$ cat config.mk
export PLATFORM = sky130hd
export DESIGN_NAME = ims_master
export DESIGN_NICKNAME = d
export VERILOG_FILES = /design/src/ims_fifo.v /design/src/ims_master.v
export VERILOG_INCLUDE_DIRS = /design/src /design/src/src
export SDC_FILE = /design/constraint.sdc
export NUM_CORES = 1
export LEC_CHECK = 0
export BUFFER_PORTS_ARGS = -buffer_cell sky130_fd_sc_hd__buf_4
export CAP_MARGIN = 20
export CORE_ASPECT_RATIO = 2
export CORE_MARGIN = 2
export CORE_UTILIZATION = 40
export CTS_BUF_LIST = sky130_fd_sc_hd__clkbuf_4
export DETAILED_ROUTE_END_ITERATION = 8
export GPL_ROUTABILITY_DRIVEN = 1
export SLEW_MARGIN = 5
export SYNTH_ARGS = -nofsm -noshare
export SYNTH_HDL_FRONTEND = slang
export SYNTH_SLANG_ARGS = --single-unit
$ cat constraint.sdc
create_clock -name mclk -period 3.3 [get_ports mclk]
set_clock_uncertainty 0.05 [all_clocks]
set_input_delay 0.66 -clock mclk [delete_from_list [all_inputs] [get_ports mclk]]
set_output_delay 0.66 -clock mclk [all_outputs]
set_load 0.02 [all_outputs]
$ cat src/ims_consts.vh
// constants of the i2c master sequencer
// How it works
// - after reset the block is slave; only a start makes it master
// - start request with peripheral enabled and bus idle sets master flag and drives a start
// - after start, event and start-sent flags set; interrupt if enabled
// - scl held low until status read then address write to data reg
// - address shifted out msb first; 7-bit mode sends one byte
// - 10-bit: after header, event set, scl held until read+write
// - after address (and ack), event set; held until read+control write
// - received byte shifted into shift reg, then ack if enabled, then pushed to the fifo
// - after byte and ack slot, event and byte-finished flags set
// - scl held low until status read then data register read
// - after stop the master flag clears and the block is slave again
// - stop set then cleared while byte-finished frees the lines
`ifndef IMS_CONSTS_VH
`define IMS_CONSTS_VH
`define IMS_CLK_MHZ      25
`define IMS_TLOW_NS      4700
`define IMS_QTR_CYCLES   ((`IMS_TLOW_NS*`IMS_CLK_MHZ+1999)/2000)
`define IMS_QW           8
`define IMS_LAST_BIT     4'h7
`define IMS_ACK_BIT      4'h8
`define IMS_HDR_TAG      5'h1E
`define IMS_FIFO_DEPTH   8
`define IMS_S_IDLE       4'h0
`define IMS_S_START      4'h1
`define IMS_S_WADDR      4'h2
`define IMS_S_TX         4'h3
`define IMS_S_WHDR       4'h4
`define IMS_S_WCTL       4'h5
`define IMS_S_RX         4'h6
`define IMS_S_PUSH       4'h7
`define IMS_S_WRX        4'h8
`define IMS_S_STOP       4'h9
`endif

$ cat src/ims_fifo.v
// small fifo holding received bytes
`timescale 1ns/10ps
module ims_fifo #(
    parameter WIDTH = 8,
    parameter DEPTH = 8,
    parameter AW    = 3
) (
    input  wire             mclk,
    input  wire             rst_b,
    input  wire             in_valid,
    output wire             in_ready,
    input  wire [WIDTH-1:0] in_data,
    output wire             out_valid,
    input  wire             out_ready,
    output reg  [WIDTH-1:0] out_data
);
    reg [WIDTH-1:0] mem [0:DEPTH-1];
    reg [AW-1:0]    wptr;
    reg [AW-1:0]    rptr;
    reg [AW:0]      count;
    wire            do_wr;
    wire            do_rd;
    wire [AW-1:0]   next_rptr;

    assign in_ready  = (count != DEPTH[AW:0]);
    assign out_valid = (count != {(AW+1){1'b0}});
    assign do_wr     = in_valid && in_ready;
    assign do_rd     = out_valid && out_ready;
    assign next_rptr = do_rd ? rptr + 1'b1 : rptr;

    // storage write
    always @(posedge mclk) begin
        if (do_wr) begin
            mem[wptr] <= in_data;
        end
    end

    // pointers, fill level and registered head word
    always @(posedge mclk or negedge rst_b) begin
        if (!rst_b) begin
            wptr     <= {AW{1'b0}};
            rptr     <= {AW{1'b0}};
            count    <= {(AW+1){1'b0}};
            out_data <= {WIDTH{1'b0}};
        end else begin
            if (do_wr) begin
                wptr <= wptr + 1'b1;
            end
            if (do_rd) begin
                rptr <= rptr + 1'b1;
            end
            if (do_wr && !do_rd) begin
                count <= count + 1'b1;
            end else if (do_rd && !do_wr) begin
                count <= count - 1'b1;
            end
            // head word always shown; a write into an empty fifo bypasses
            if (do_wr && (wptr == next_rptr)) begin
                out_data <= in_data;
            end else begin
                out_data <= mem[next_rptr];
            end
        end
    end
endmodule // ims_fifo

$ cat src/ims_master.v
// i2c master sequencer: start, address, receive, stop
`timescale 1ns/10ps
`include "ims_consts.vh"
module ims_master #(
    parameter QTR = `IMS_QTR_CYCLES
) (
    input  wire       mclk,
    input  wire       rst_b,
    input  wire       peripheral_enable,
    input  wire       start_req,
    input  wire       stop_req,
    input  wire       ack_en,
    input  wire       addr_10bit,
    input  wire       event_interrupt_enable,
    input  wire       status_read,
    input  wire       data_write,
    input  wire [7:0] data_wdata,
    input  wire       data_read,
    input  wire       control_write,
    output reg  [7:0] data_reg,
    output wire       data_valid,
    output reg        master_select_flag,
    output reg        event_flag,
    output reg        start_sent_flag,
    output reg        byte_transfer_finished,
    output reg        bus_busy,
    output reg        slave_nack,
    output reg        event_irq,
    input  wire       scl_in,
    output wire       scl_out,
    output reg        scl_oe,
    input  wire       sda_in,
    output wire       sda_out,
    output reg        sda_oe
);
    reg  [3:0]          state;
    reg  [1:0]          phase;
    reg  [3:0]          bitn;
    reg  [7:0]          shift;
    reg  [7:0]          addr_byte;
    reg                 hdr_sent;
    reg                 status_seen;
    reg                 stop_pend;
    reg  [`IMS_QW-1:0]  qcnt;
    reg                 scl_prev;
    reg                 sda_prev;
    reg                 push_valid;
    wire                tick;
    wire                push_ready;
    wire                fifo_pop;
    wire [7:0]          fifo_head;

    // open-drain pins only ever pull low
    assign scl_out  = 1'b0;
    assign sda_out  = 1'b0;
    assign tick     = (qcnt == QTR[`IMS_QW-1:0] - 1'b1);
    assign fifo_pop = data_read && status_seen && (state == `IMS_S_WRX);

    // true when a byte carries the 10-bit header tag
    function is_header;
        input [7:0] b;
        begin
            is_header = (b[7:3] == `IMS_HDR_TAG);
        end
    endfunction

    ims_fifo #(
        .WIDTH (8),
        .DEPTH (`IMS_FIFO_DEPTH),
        .AW    (3)
    ) ims_fifo_i (
        .mclk      (mclk),
        .rst_b     (rst_b),
        .in_valid  (push_valid),
        .in_ready  (push_ready),
        .in_data   (shift),
        .out_valid (data_valid),
        .out_ready (fifo_pop),
        .out_data  (fifo_head)
    );

    // quarter-bit enable divider
    always @(posedge mclk or negedge rst_b) begin
        if (!rst_b) begin
            qcnt <= {`IMS_QW{1'b0}};
        end else if (tick || state == `IMS_S_IDLE) begin
            qcnt <= {`IMS_QW{1'b0}};
        end else begin
            qcnt <= qcnt + 1'b1;
        end
    end

    // bus busy from start/stop seen on the lines
    always @(posedge mclk or negedge rst_b) begin
        if (!rst_b) begin
            scl_prev <= 1'b1;
            sda_prev <= 1'b1;
            bus_busy <= 1'b0;
        end else begin
            scl_prev <= scl_in;
            sda_prev <= sda_in;
            if (scl_in && scl_prev && sda_prev && !sda_in) begin
                bus_busy <= 1'b1;
            end else if (scl_in && scl_prev && !sda_prev && sda_in) begin
                bus_busy <= 1'b0;
            end
        end
    end

    // registered event interrupt
    always @(posedge mclk or negedge rst_b) begin
        if (!rst_b) begin
            event_irq <= 1'b0;
        end else begin
            event_irq <= event_flag && event_interrupt_enable;
        end
    end

    // data register takes the written address byte in the address waits, else mirrors the fifo head
    always @(posedge mclk or negedge rst_b) begin
        if (!rst_b) begin
            data_reg <= 8'h00;
        end else if (state == `IMS_S_WADDR || state == `IMS_S_WHDR) begin
            if (data_write && status_seen) begin
                data_reg <= data_wdata;
            end
        end else begin
            data_reg <= fifo_head;
        end
    end

    // main sequencer
    always @(posedge mclk or negedge rst_b) begin
        if (!rst_b) begin
            state                  <= `IMS_S_IDLE;
            phase                  <= 2'h0;
            bitn                   <= 4'h0;
            shift                  <= 8'h00;
            addr_byte              <= 8'h00;
            hdr_sent               <= 1'b0;
            status_seen            <= 1'b0;
            stop_pend              <= 1'b0;
            push_valid             <= 1'b0;
            master_select_flag     <= 1'b0;
            event_flag             <= 1'b0;
            start_sent_flag        <= 1'b0;
            byte_transfer_finished <= 1'b0;
            slave_nack             <= 1'b0;
            scl_oe                 <= 1'b0;
            sda_oe                 <= 1'b0;
        end else begin
            // first half of each clearing sequence
            if (status_read && event_flag) begin
                status_seen <= 1'b1;
            end
            // stop pulse while byte finished is remembered
            if (stop_req && byte_transfer_finished) begin
                stop_pend <= 1'b1;
            end
            case (state)
            `IMS_S_IDLE: begin
                scl_oe <= 1'b0;
                sda_oe <= 1'b0;
                phase  <= 2'h0;
                if (peripheral_enable && start_req && !bus_busy) begin
                    master_select_flag <= 1'b1;
                    state              <= `IMS_S_START;
                end
            end
            `IMS_S_START: if (tick) begin
                phase <= phase + 1'b1;
                case (phase)
                2'h0: begin
                    sda_oe <= 1'b0;
                    scl_oe <= 1'b0;
                end
                2'h1: begin
                    if (scl_in) begin
                        sda_oe <= 1'b1;
                    end else begin
                        phase <= phase;
                    end
                end
                2'h2: scl_oe <= 1'b1;
                default: begin
                    event_flag      <= 1'b1;
                    start_sent_flag <= 1'b1;
                    status_seen     <= 1'b0;
                    hdr_sent        <= 1'b0;
                    state           <= `IMS_S_WADDR;
                end
                endcase
            end
            `IMS_S_WADDR, `IMS_S_WHDR: begin
                scl_oe <= 1'b1;
                if (data_write && status_seen) begin
                    shift           <= data_wdata;
                    event_flag      <= 1'b0;
                    start_sent_flag <= 1'b0;
                    status_seen     <= 1'b0;
                    bitn            <= 4'h0;
                    phase           <= 2'h0;
                    if (state == `IMS_S_WADDR) begin
                        addr_byte <= data_wdata;
                    end
                    state <= `IMS_S_TX;
                end
            end
            `IMS_S_TX, `IMS_S_RX: if (tick) begin
                phase <= phase + 1'b1;
                case (phase)
                2'h0: begin
                    if (state == `IMS_S_TX) begin
                        sda_oe <= (bitn != `IMS_ACK_BIT) && !shift[7];
                    end else begin
                        sda_oe <= (bitn == `IMS_ACK_BIT) && ack_en;
                    end
                end
                2'h1: begin
                    if (scl_oe) begin
                        scl_oe <= 1'b0;
                        phase  <= phase;
                    end else if (!scl_in) begin
                        phase <= phase;
                    end
                end
                2'h2: begin
                    if (bitn == `IMS_ACK_BIT) begin
                        if (state == `IMS_S_TX) begin
                            slave_nack <= sda_in;
                        end
                    end else if (state == `IMS_S_TX) begin
                        shift <= {shift[6:0], 1'b0};
                    end else begin
                        shift <= {shift[6:0], sda_in};
                    end
                end
                default: begin
                    scl_oe <= 1'b1;
                    if (bitn != `IMS_ACK_BIT) begin
                        bitn <= bitn + 1'b1;
                    end else if (state == `IMS_S_RX) begin
                        push_valid <= 1'b1; // ack held until next low phase
                        state      <= `IMS_S_PUSH;
                    end else begin
                        sda_oe      <= 1'b0;
                        event_flag  <= 1'b1;
                        status_seen <= 1'b0;
                        if (addr_10bit && !hdr_sent && is_header(addr_byte)
                            && !addr_byte[0]) begin
                            hdr_sent <= 1'b1;
                            state    <= `IMS_S_WHDR;
                        end else begin
                            state <= `IMS_S_WCTL;
                        end
                    end
                end
                endcase
            end
            `IMS_S_WCTL: begin
                scl_oe <= 1'b1;
                phase  <= 2'h0;
                bitn   <= 4'h0;
                if (control_write && status_seen) begin
                    event_flag  <= 1'b0;
                    status_seen <= 1'b0;
                    if (start_req) begin
                        state <= `IMS_S_START;
                    end else if (stop_req || !addr_byte[0]) begin
                        state <= `IMS_S_STOP;
                    end else begin
                        state <= `IMS_S_RX;
                    end
                end
            end
            `IMS_S_PUSH: begin
                scl_oe <= 1'b1;
                if (push_ready) begin
                    push_valid             <= 1'b0;
                    event_flag             <= 1'b1;
                    byte_transfer_finished <= 1'b1;
                    status_seen            <= 1'b0;
                    state                  <= `IMS_S_WRX;
                end
            end
            `IMS_S_WRX: begin
                scl_oe <= 1'b1;
                phase  <= 2'h0;
                bitn   <= 4'h0;
                if (fifo_pop) begin
                    event_flag             <= 1'b0;
                    byte_transfer_finished <= 1'b0;
                    status_seen            <= 1'b0;
                    stop_pend              <= 1'b0;
                    if (stop_req || stop_pend) begin
                        state <= `IMS_S_STOP;
                    end else begin
                        state <= `IMS_S_RX;
                    end
                end
            end
            `IMS_S_STOP: if (tick) begin
                phase <= phase + 1'b1;
                case (phase)
                2'h0: sda_oe <= 1'b1;
                2'h1: begin
                    if (scl_oe) begin
                        scl_oe <= 1'b0;
                        phase  <= phase;
                    end else if (!scl_in) begin
                        phase <= phase;
                    end
                end
                2'h2: sda_oe <= 1'b0;
                default: begin
                    master_select_flag <= 1'b0;
                    state              <= `IMS_S_IDLE;
                end
                endcase
            end
            default: state <= `IMS_S_IDLE;
            endcase
            // a new event in the clearing cycle keeps its flag
            if (state == `IMS_S_PUSH && push_ready) begin
                event_flag <= 1'b1;
            end
        end
    end
endmodule // ims_master

==> results of run 1 <==
area by class of cell:
type	count	area, um^2
multi-input cells	477	3160
fillers	1692	9600
diodes	1	2.50
clock buffers	17	128
clock inverters	15	160
well taps	213	267
inverters	17	63.8
flip-flops and latches	137	3750
repair buffers	64	480
stage by stage:
step | hold WS [ns] | power, mW | instances | cell area (um^2)
after floorplan | 0.314 | 3.44 | 669 | 7120
after detailed placement | 0.424 | 4.06 | 908 | 7720
after CTS | 0.164 | 5.18 | 940 | 8010
final | 0.202 | 5.14 | 941 | 8010
after global placement | 0.430 | 4.03 | 908 | 7720
after global routing | 0.149 | 5.49 | 941 | 8010
cell usage in the layout (no fill, tap or decap), types with 5 or more instances in the layout:
| master | n |
|---|---|
| inv_1 | 16 |
| edfxtp_1 | 64 |
| nand3_1 | 14 |
| nor2_1 | 53 |
| xor2_1 | 5 |
| nand4_1 | 5 |
| a21oi_1 | 26 |
| a32o_1 | 7 |
| and2_1 | 19 |
| inv_8 | 5 |
| a32oi_1 | 8 |
| mux2_2 | 25 |
| nand2b_1 | 28 |
| nand2_1 | 67 |
| clkbuf_4 | 17 |
| a31oi_1 | 13 |
| o21ai_0 | 42 |
| mux2i_1 | 26 |
| xnor2_1 | 13 |
| a2111oi_0 | 7 |
| buf_4 | 64 |
| o31ai_1 | 5 |
| ha_1 | 13 |
| a221oi_1 | 7 |
| dfrtp_1 | 71 |
| nor3_1 | 12 |
| nor2b_1 | 20 |
critical path: stages (launching register included):
cell and delay [ns]:
dfrtp_1 0.40, or4b_4 0.63, nor3_4 0.29, buf_4 0.25, mux2_2 0.39, xnor2_1 0.17, nand4_2 0.30, mux2_1 0.41
kinds of logic (layout without fill, tap and decap cells):
kind of cell	after synthesis	after routing	synth area share
adder cells (fa/ha/maj)	14	14	0.0257
multiplexers	52	52	0.0777
XOR/XNOR	19	19	0.0244
AO/OA/AOI/OAI	150	150	0.140
buffers and inverters	55	113	0.0315
AND/OR/NAND/NOR	240	240	0.173
other	1	3	0.000527
flip-flops	137	137	0.527
power breakdown:
group	total (mW)	switching [mW]	internal (mW)
clock	1.11	0.708	0.407
sequential	2.38	0.284	2.10
combinational	1.65	0.989	0.656
path summary, 6_finish.rpt:
path / from / end / slack, ns / cells after the start
max: state[1]$_DFFE_PN0P_ / ims_fifo_i.out_data[6]$_DFF_PN0_ / 0.30 / 7
min: rst_b / qcnt[3]$_DFF_PN0_ / 0.20 / 1
max reg2reg: state[1]$_DFFE_PN0P_ / ims_fifo_i.out_data[6]$_DFF_PN0_ / 0.30 / 7
min reg2reg: push_valid$_DFFE_PN0P_ / push_valid$_DFFE_PN0P_ / 0.45 / 1
max in group asynchronous: rst_b / push_valid$_DFFE_PN0P_ / 2.35 / 1
min in group mclk: scl_in / scl_prev$_DFF_PN1_ / 0.21 / 1
metal layers:
metal  vias up  wire (um)  track usage
met5         -          0            0
met3        28        929       0.0340
met4         0        517       0.0790
met1      2587       7750        0.258
met2       182       8060        0.301
li1       2537          -            -
==> metrics, run 1 <==
starting density of the core=0.404; die height=around 190 um; Synth top area share=0.270; Seq/Total Area, Yosys=0.527; CP max FO=14; Max-Cap Viols=0; core area=about 0.018 mm^2; most frequent cell after synthesis=dfrtp_1; Synthesis Warnings=0; Die X=between 90 and 100 um; TritonCTS clock tree=yes; root buffer selected by CTS=clkbuf_4; max_slew headroom=0.370; Vias=~5300; P&R area growth vs syn=12.5%; most common flop cell mapped by yosys=dfrtp_1; synth cell count leaders=dfrtp_1 (71), nand2_1 (67), edfxtp_1 (64), nor2_1 (53), o21ai_0 (42); Setup Viol. Count Final=0; Req. time, crit path=about 3.6 ns; DP HPWL=11800 um; ys async rst share=0.533; Clock Path Buffers=2; final worst setup slack=0.300 ns; GPL Wtd Cong=0.842; RSZ-0062 raised after global routing=no; DRC=0; Min Clock Period, post-route=approximately 3.0 ns; leakage power=approximately 3.2 nW; post-route ant nets=0; crit path capture type=register; count of unique library cells instantiated by Yosys=68; DRT Pass-1 Iters=5; Worst VDD drop=~0.00047 V; cts bufs inserted=17; Worst-Skew Late Latency=around 0.52 ns; Yosys reg bits=approximately 140; hold buffer count at CTS=0; final hold violation count=0; dpl ws=approximately 0.31 ns; Top reg by flops=ims_fifo_i.mem; WL/cell=~18 um; CTS-repair resized insts=0; Least-Margin Pin Slew=between 0.9 and 1 ns; grt ovf=0; final period utilization=0.909; Clk pin slew, worst setup/hold paths=0.13 ns; initial detailed-routing violation count=roughly 410; overall routing resource usage=0.190; DRT Wirelength=17300 um; Via density=between 5 and 6; Peak Freq=approximately 330 MHz; Largest register FFs=64; post-synth top area cell=edfxtp_1; status=finished clean; Post-Syn Area per Cell=approximately 11 um^2; Post-Syn Instances=around 670; Netlist Area Pre-Place=0.00712 mm^2; antenna violations before repair=1; crit path DAT=~3.3 ns; global-route wire length before repair=about 28000 um; power per cell area=between 600 and 700 mW/mm^2; PortBufs=39; Nets=750; Crit Path Category=register to register; Post-CTS Setup Inserts=0; vias in the first global route=5202; Slew Viols, Final=0; EDFF count, synth=between 60 and 70; HP Class=input pin to asynchronous set/reset pin; std cell rows=69; top area cells in the synthesized netlist=edfxtp_1 (27%), dfrtp_1 (25%), mux2_2 (4.0%); proportion of layout cells with a drive suffix above 1=0.186; CP Launch Type=register; pin count of the biggest net entering global routing=74; H-tree depth=4; setup TNS=0 ns; Final Util=0.455; CTS sink count=between 100 and 150; die area=~0.019 mm^2; IO Pins=between 40 and 50
No activity file was read; power rests on OpenSTA's default activity.
==> run 2, diff against run 1 <==
--- a/config.mk
+++ b/config.mk
@@ -6,13 +6,13 @@
 export SDC_FILE = /design/constraint.sdc
 export NUM_CORES = 1
 export LEC_CHECK = 0
-export BUFFER_PORTS_ARGS = -buffer_cell sky130_fd_sc_hd__buf_4
 export CAP_MARGIN = 20
 export CORE_ASPECT_RATIO = 2
 export CORE_MARGIN = 2
 export CORE_UTILIZATION = 40
 export CTS_BUF_LIST = sky130_fd_sc_hd__clkbuf_4
 export DETAILED_ROUTE_END_ITERATION = 8
+export DONT_BUFFER_PORTS = 1
 export GPL_ROUTABILITY_DRIVEN = 1
 export SLEW_MARGIN = 5
 export SYNTH_ARGS = -nofsm -noshare
==> metrics, run 2 (synthesized netlist as in run 1, its figures left out) <==
DRT Wirelength=~17000 um; Cell Int Power=3.11 mW; Largest register FFs=64; Nets=about 710; Gate power share=0.274; commonest cells after routing, fill and taps aside=dfrtp_1 (71), nand2_1 (67), edfxtp_1 (64); initial detailed-routing violation count=438; HP Class=input pin to register; hold buffer count at CTS=2; Sw Share=0.377; final hold violation count=0; DRC=0; Min-Delay Endpoint=bus_busy$_DFFE_PN0P_; GPL Wtd Cong=about 0.85; IO Pins=42; pin count of the biggest net entering global routing=74; Worst VDD drop=~0.00040 V; switching power=~1.9 mW; grt ovf=0; worst reg2reg path endpoint=ims_fifo_i.out_data[6]$_DFF_PN0_; die area=0.0189 mm^2; die height=193 um; cts bufs inserted=17; CTS sink count=around 140; std cell rows=~70; setup TNS=0 ns; overall routing resource usage=0.186; PortBufs=0; antenna violations before repair=1; RR Startpoint=state[0]$_DFFE_PN0P_; Max-Cap Viols=0; DP HPWL=around 12000 um; Post-CTS Setup Inserts=0; CTS-repair resized insts=0; power per cell area=644 mW/mm^2; leakage power=3.05 nW; Clock Path Buffers=2; global-route wire length before repair=about 28000 um; most common cell after layout, fill and taps aside=dfrtp_1; max_slew headroom=0.457; max incr delay on CP=about 0.62 ns; TritonCTS clock tree=yes; Die X=around 98 um; Min Clock Period, post-route=about 3 ns; final period utilization=0.899; Clk pwr share=0.224; P&R area growth vs syn=8.81%; CP max FO=16; Setup Viol. Count Final=0; slowest CP cell=or4b_4; CP Launch Type=register; Via density=5.72; HP Start=sda_in; vias in the first global route=4974; Least-Margin Pin Slew=about 0.8 ns; proportion of layout cells with a drive suffix above 1=0.134; reg2reg setup slack=approximately 0.33 ns; WHS Path Cells=1; status=finished clean; CP delay by family, top=simple AND/OR/NAND/NOR gates; Clk pin slew, worst setup/hold paths=about 0.14 ns; DRT Pass-1 Iters=5; Fill cells=about 1700; critical path, cell by cell=or4b_4 > nor3_4 > buf_4 > mux2_2 > xnor2_1 > nand4_2 > mux2_1; Worst-Skew Late Latency=~0.52 ns; number of buffers and inverters on the critical path=1; worst r2r path cells=7; Peak Freq=between 300 and 400 MHz; RSZ-0062 raised after global routing=no; Reg power frac=0.501; Slew Viols, Final=0; H-tree depth=4; crit path capture type=register; crit path DAT=between 3 and 4 ns; Crit Path Category=register to register; post-route ant nets=0; Vias=a little over 5000; root buffer selected by CTS=clkbuf_4; Top reg by flops=ims_fifo_i.mem; WL/cell=roughly 19 um; Pwr Total=between 4 and 5 mW; starting density of the core=0.404; Req. time, crit path=~3.6 ns; core area=approximately 0.018 mm^2
run 2: cell types whose count changed in the layout (fill, tap and decap cells not counted):
| cell | before | now |
|---|---|---|
| buf_4 | 64 | 21 |
| clkinvlp_4 | 4 | 3 |
| inv_4 | 0 | 1 |
| clkinv_4 | 2 | 3 |
| clkbuf_4 | 17 | 19 |
| dlygate4sd3_1 | 0 | 3 |
| buf_16 | 0 | 1 |
| clkinv_1 | 0 | 1 |
| inv_8 | 5 | 0 |
| bufinv_16 | 1 | 2 |
run 2: final cells by class:
cell class                 count  area [um^2]  area share
antenna                        1         2.50    0.000323
sequential                   137         3750       0.484
timing repair buffer          25          215      0.0278
clock inverter                13          145      0.0187
multi-input combinational    477         3160       0.408
inverter                      17         63.8     0.00824
tap                          213          267      0.0344
clock buffer                  19          143      0.0184
run 2: metal layers:
metal	vias up	GRT usage	wire, um
met4	0	0.0616	271
li1	2460	-	-
met5	-	0	0
met2	179	0.288	8090
met1	2507	0.264	7700
met3	15	0.0355	1020
run 2: worst max path at each step:
stage	depth (start not counted)	endpoint	slack [ns]	startpoint
after global routing	7	ims_fifo_i.out_data[6]$_DFF_PN0_	0.16	state[1]$_DFFE_PN0P_
after CTS	7	ims_fifo_i.out_data[6]$_DFF_PN0_	0.29	state[0]$_DFFE_PN0P_
final	7	ims_fifo_i.out_data[6]$_DFF_PN0_	0.33	state[0]$_DFFE_PN0P_
after detailed placement	7	ims_fifo_i.out_data[6]$_DFF_PN0_	0.37	state[1]$_DFFE_PN0P_
after global placement	7	ims_fifo_i.out_data[6]$_DFF_PN0_	0.40	state[1]$_DFFE_PN0P_
after floorplan	12	ims_fifo_i.count[3]$_DFFE_PN0P_	0.27	state[1]$_DFFE_PN0P_
run 2: power by group through the flow:
| stage | Combinational, mW | Clock [mW] | Sequential, mW |
|---|---|---|---|
| finish | 1.37 | 1.12 | 2.50 |
| global route | 1.52 | 1.22 | 2.54 |
| floorplan | 1.05 | 0 | 2.40 |
| CTS | 1.35 | 1.15 | 2.51 |
| detailed placement | 1.32 | 0 | 2.54 |
| global placement | 1.31 | 0 | 2.53 |
run 2: through the flow:
stage                     hold WS [ns]  cells  utilization  area [um^2]  setup WS (ns)
after floorplan                  0.314    669            -         7120          0.269
after global placement           0.316    865        0.420         7400          0.400
after detailed placement         0.317    865        0.420         7400          0.366
after CTS                       0.0101    899        0.438         7720          0.293
after global routing             0.132    902        0.440         7740          0.161
final                            0.187    902        0.440         7740          0.332
run 2: worst reg2reg max path, cell delays in order, from the launching register on:
cell     delay [ns]
dfrtp_1        0.41
or4b_4         0.62
nor3_4         0.22
buf_4          0.25
mux2_2         0.40
xnor2_1        0.17
nand4_2        0.31
mux2_1         0.41
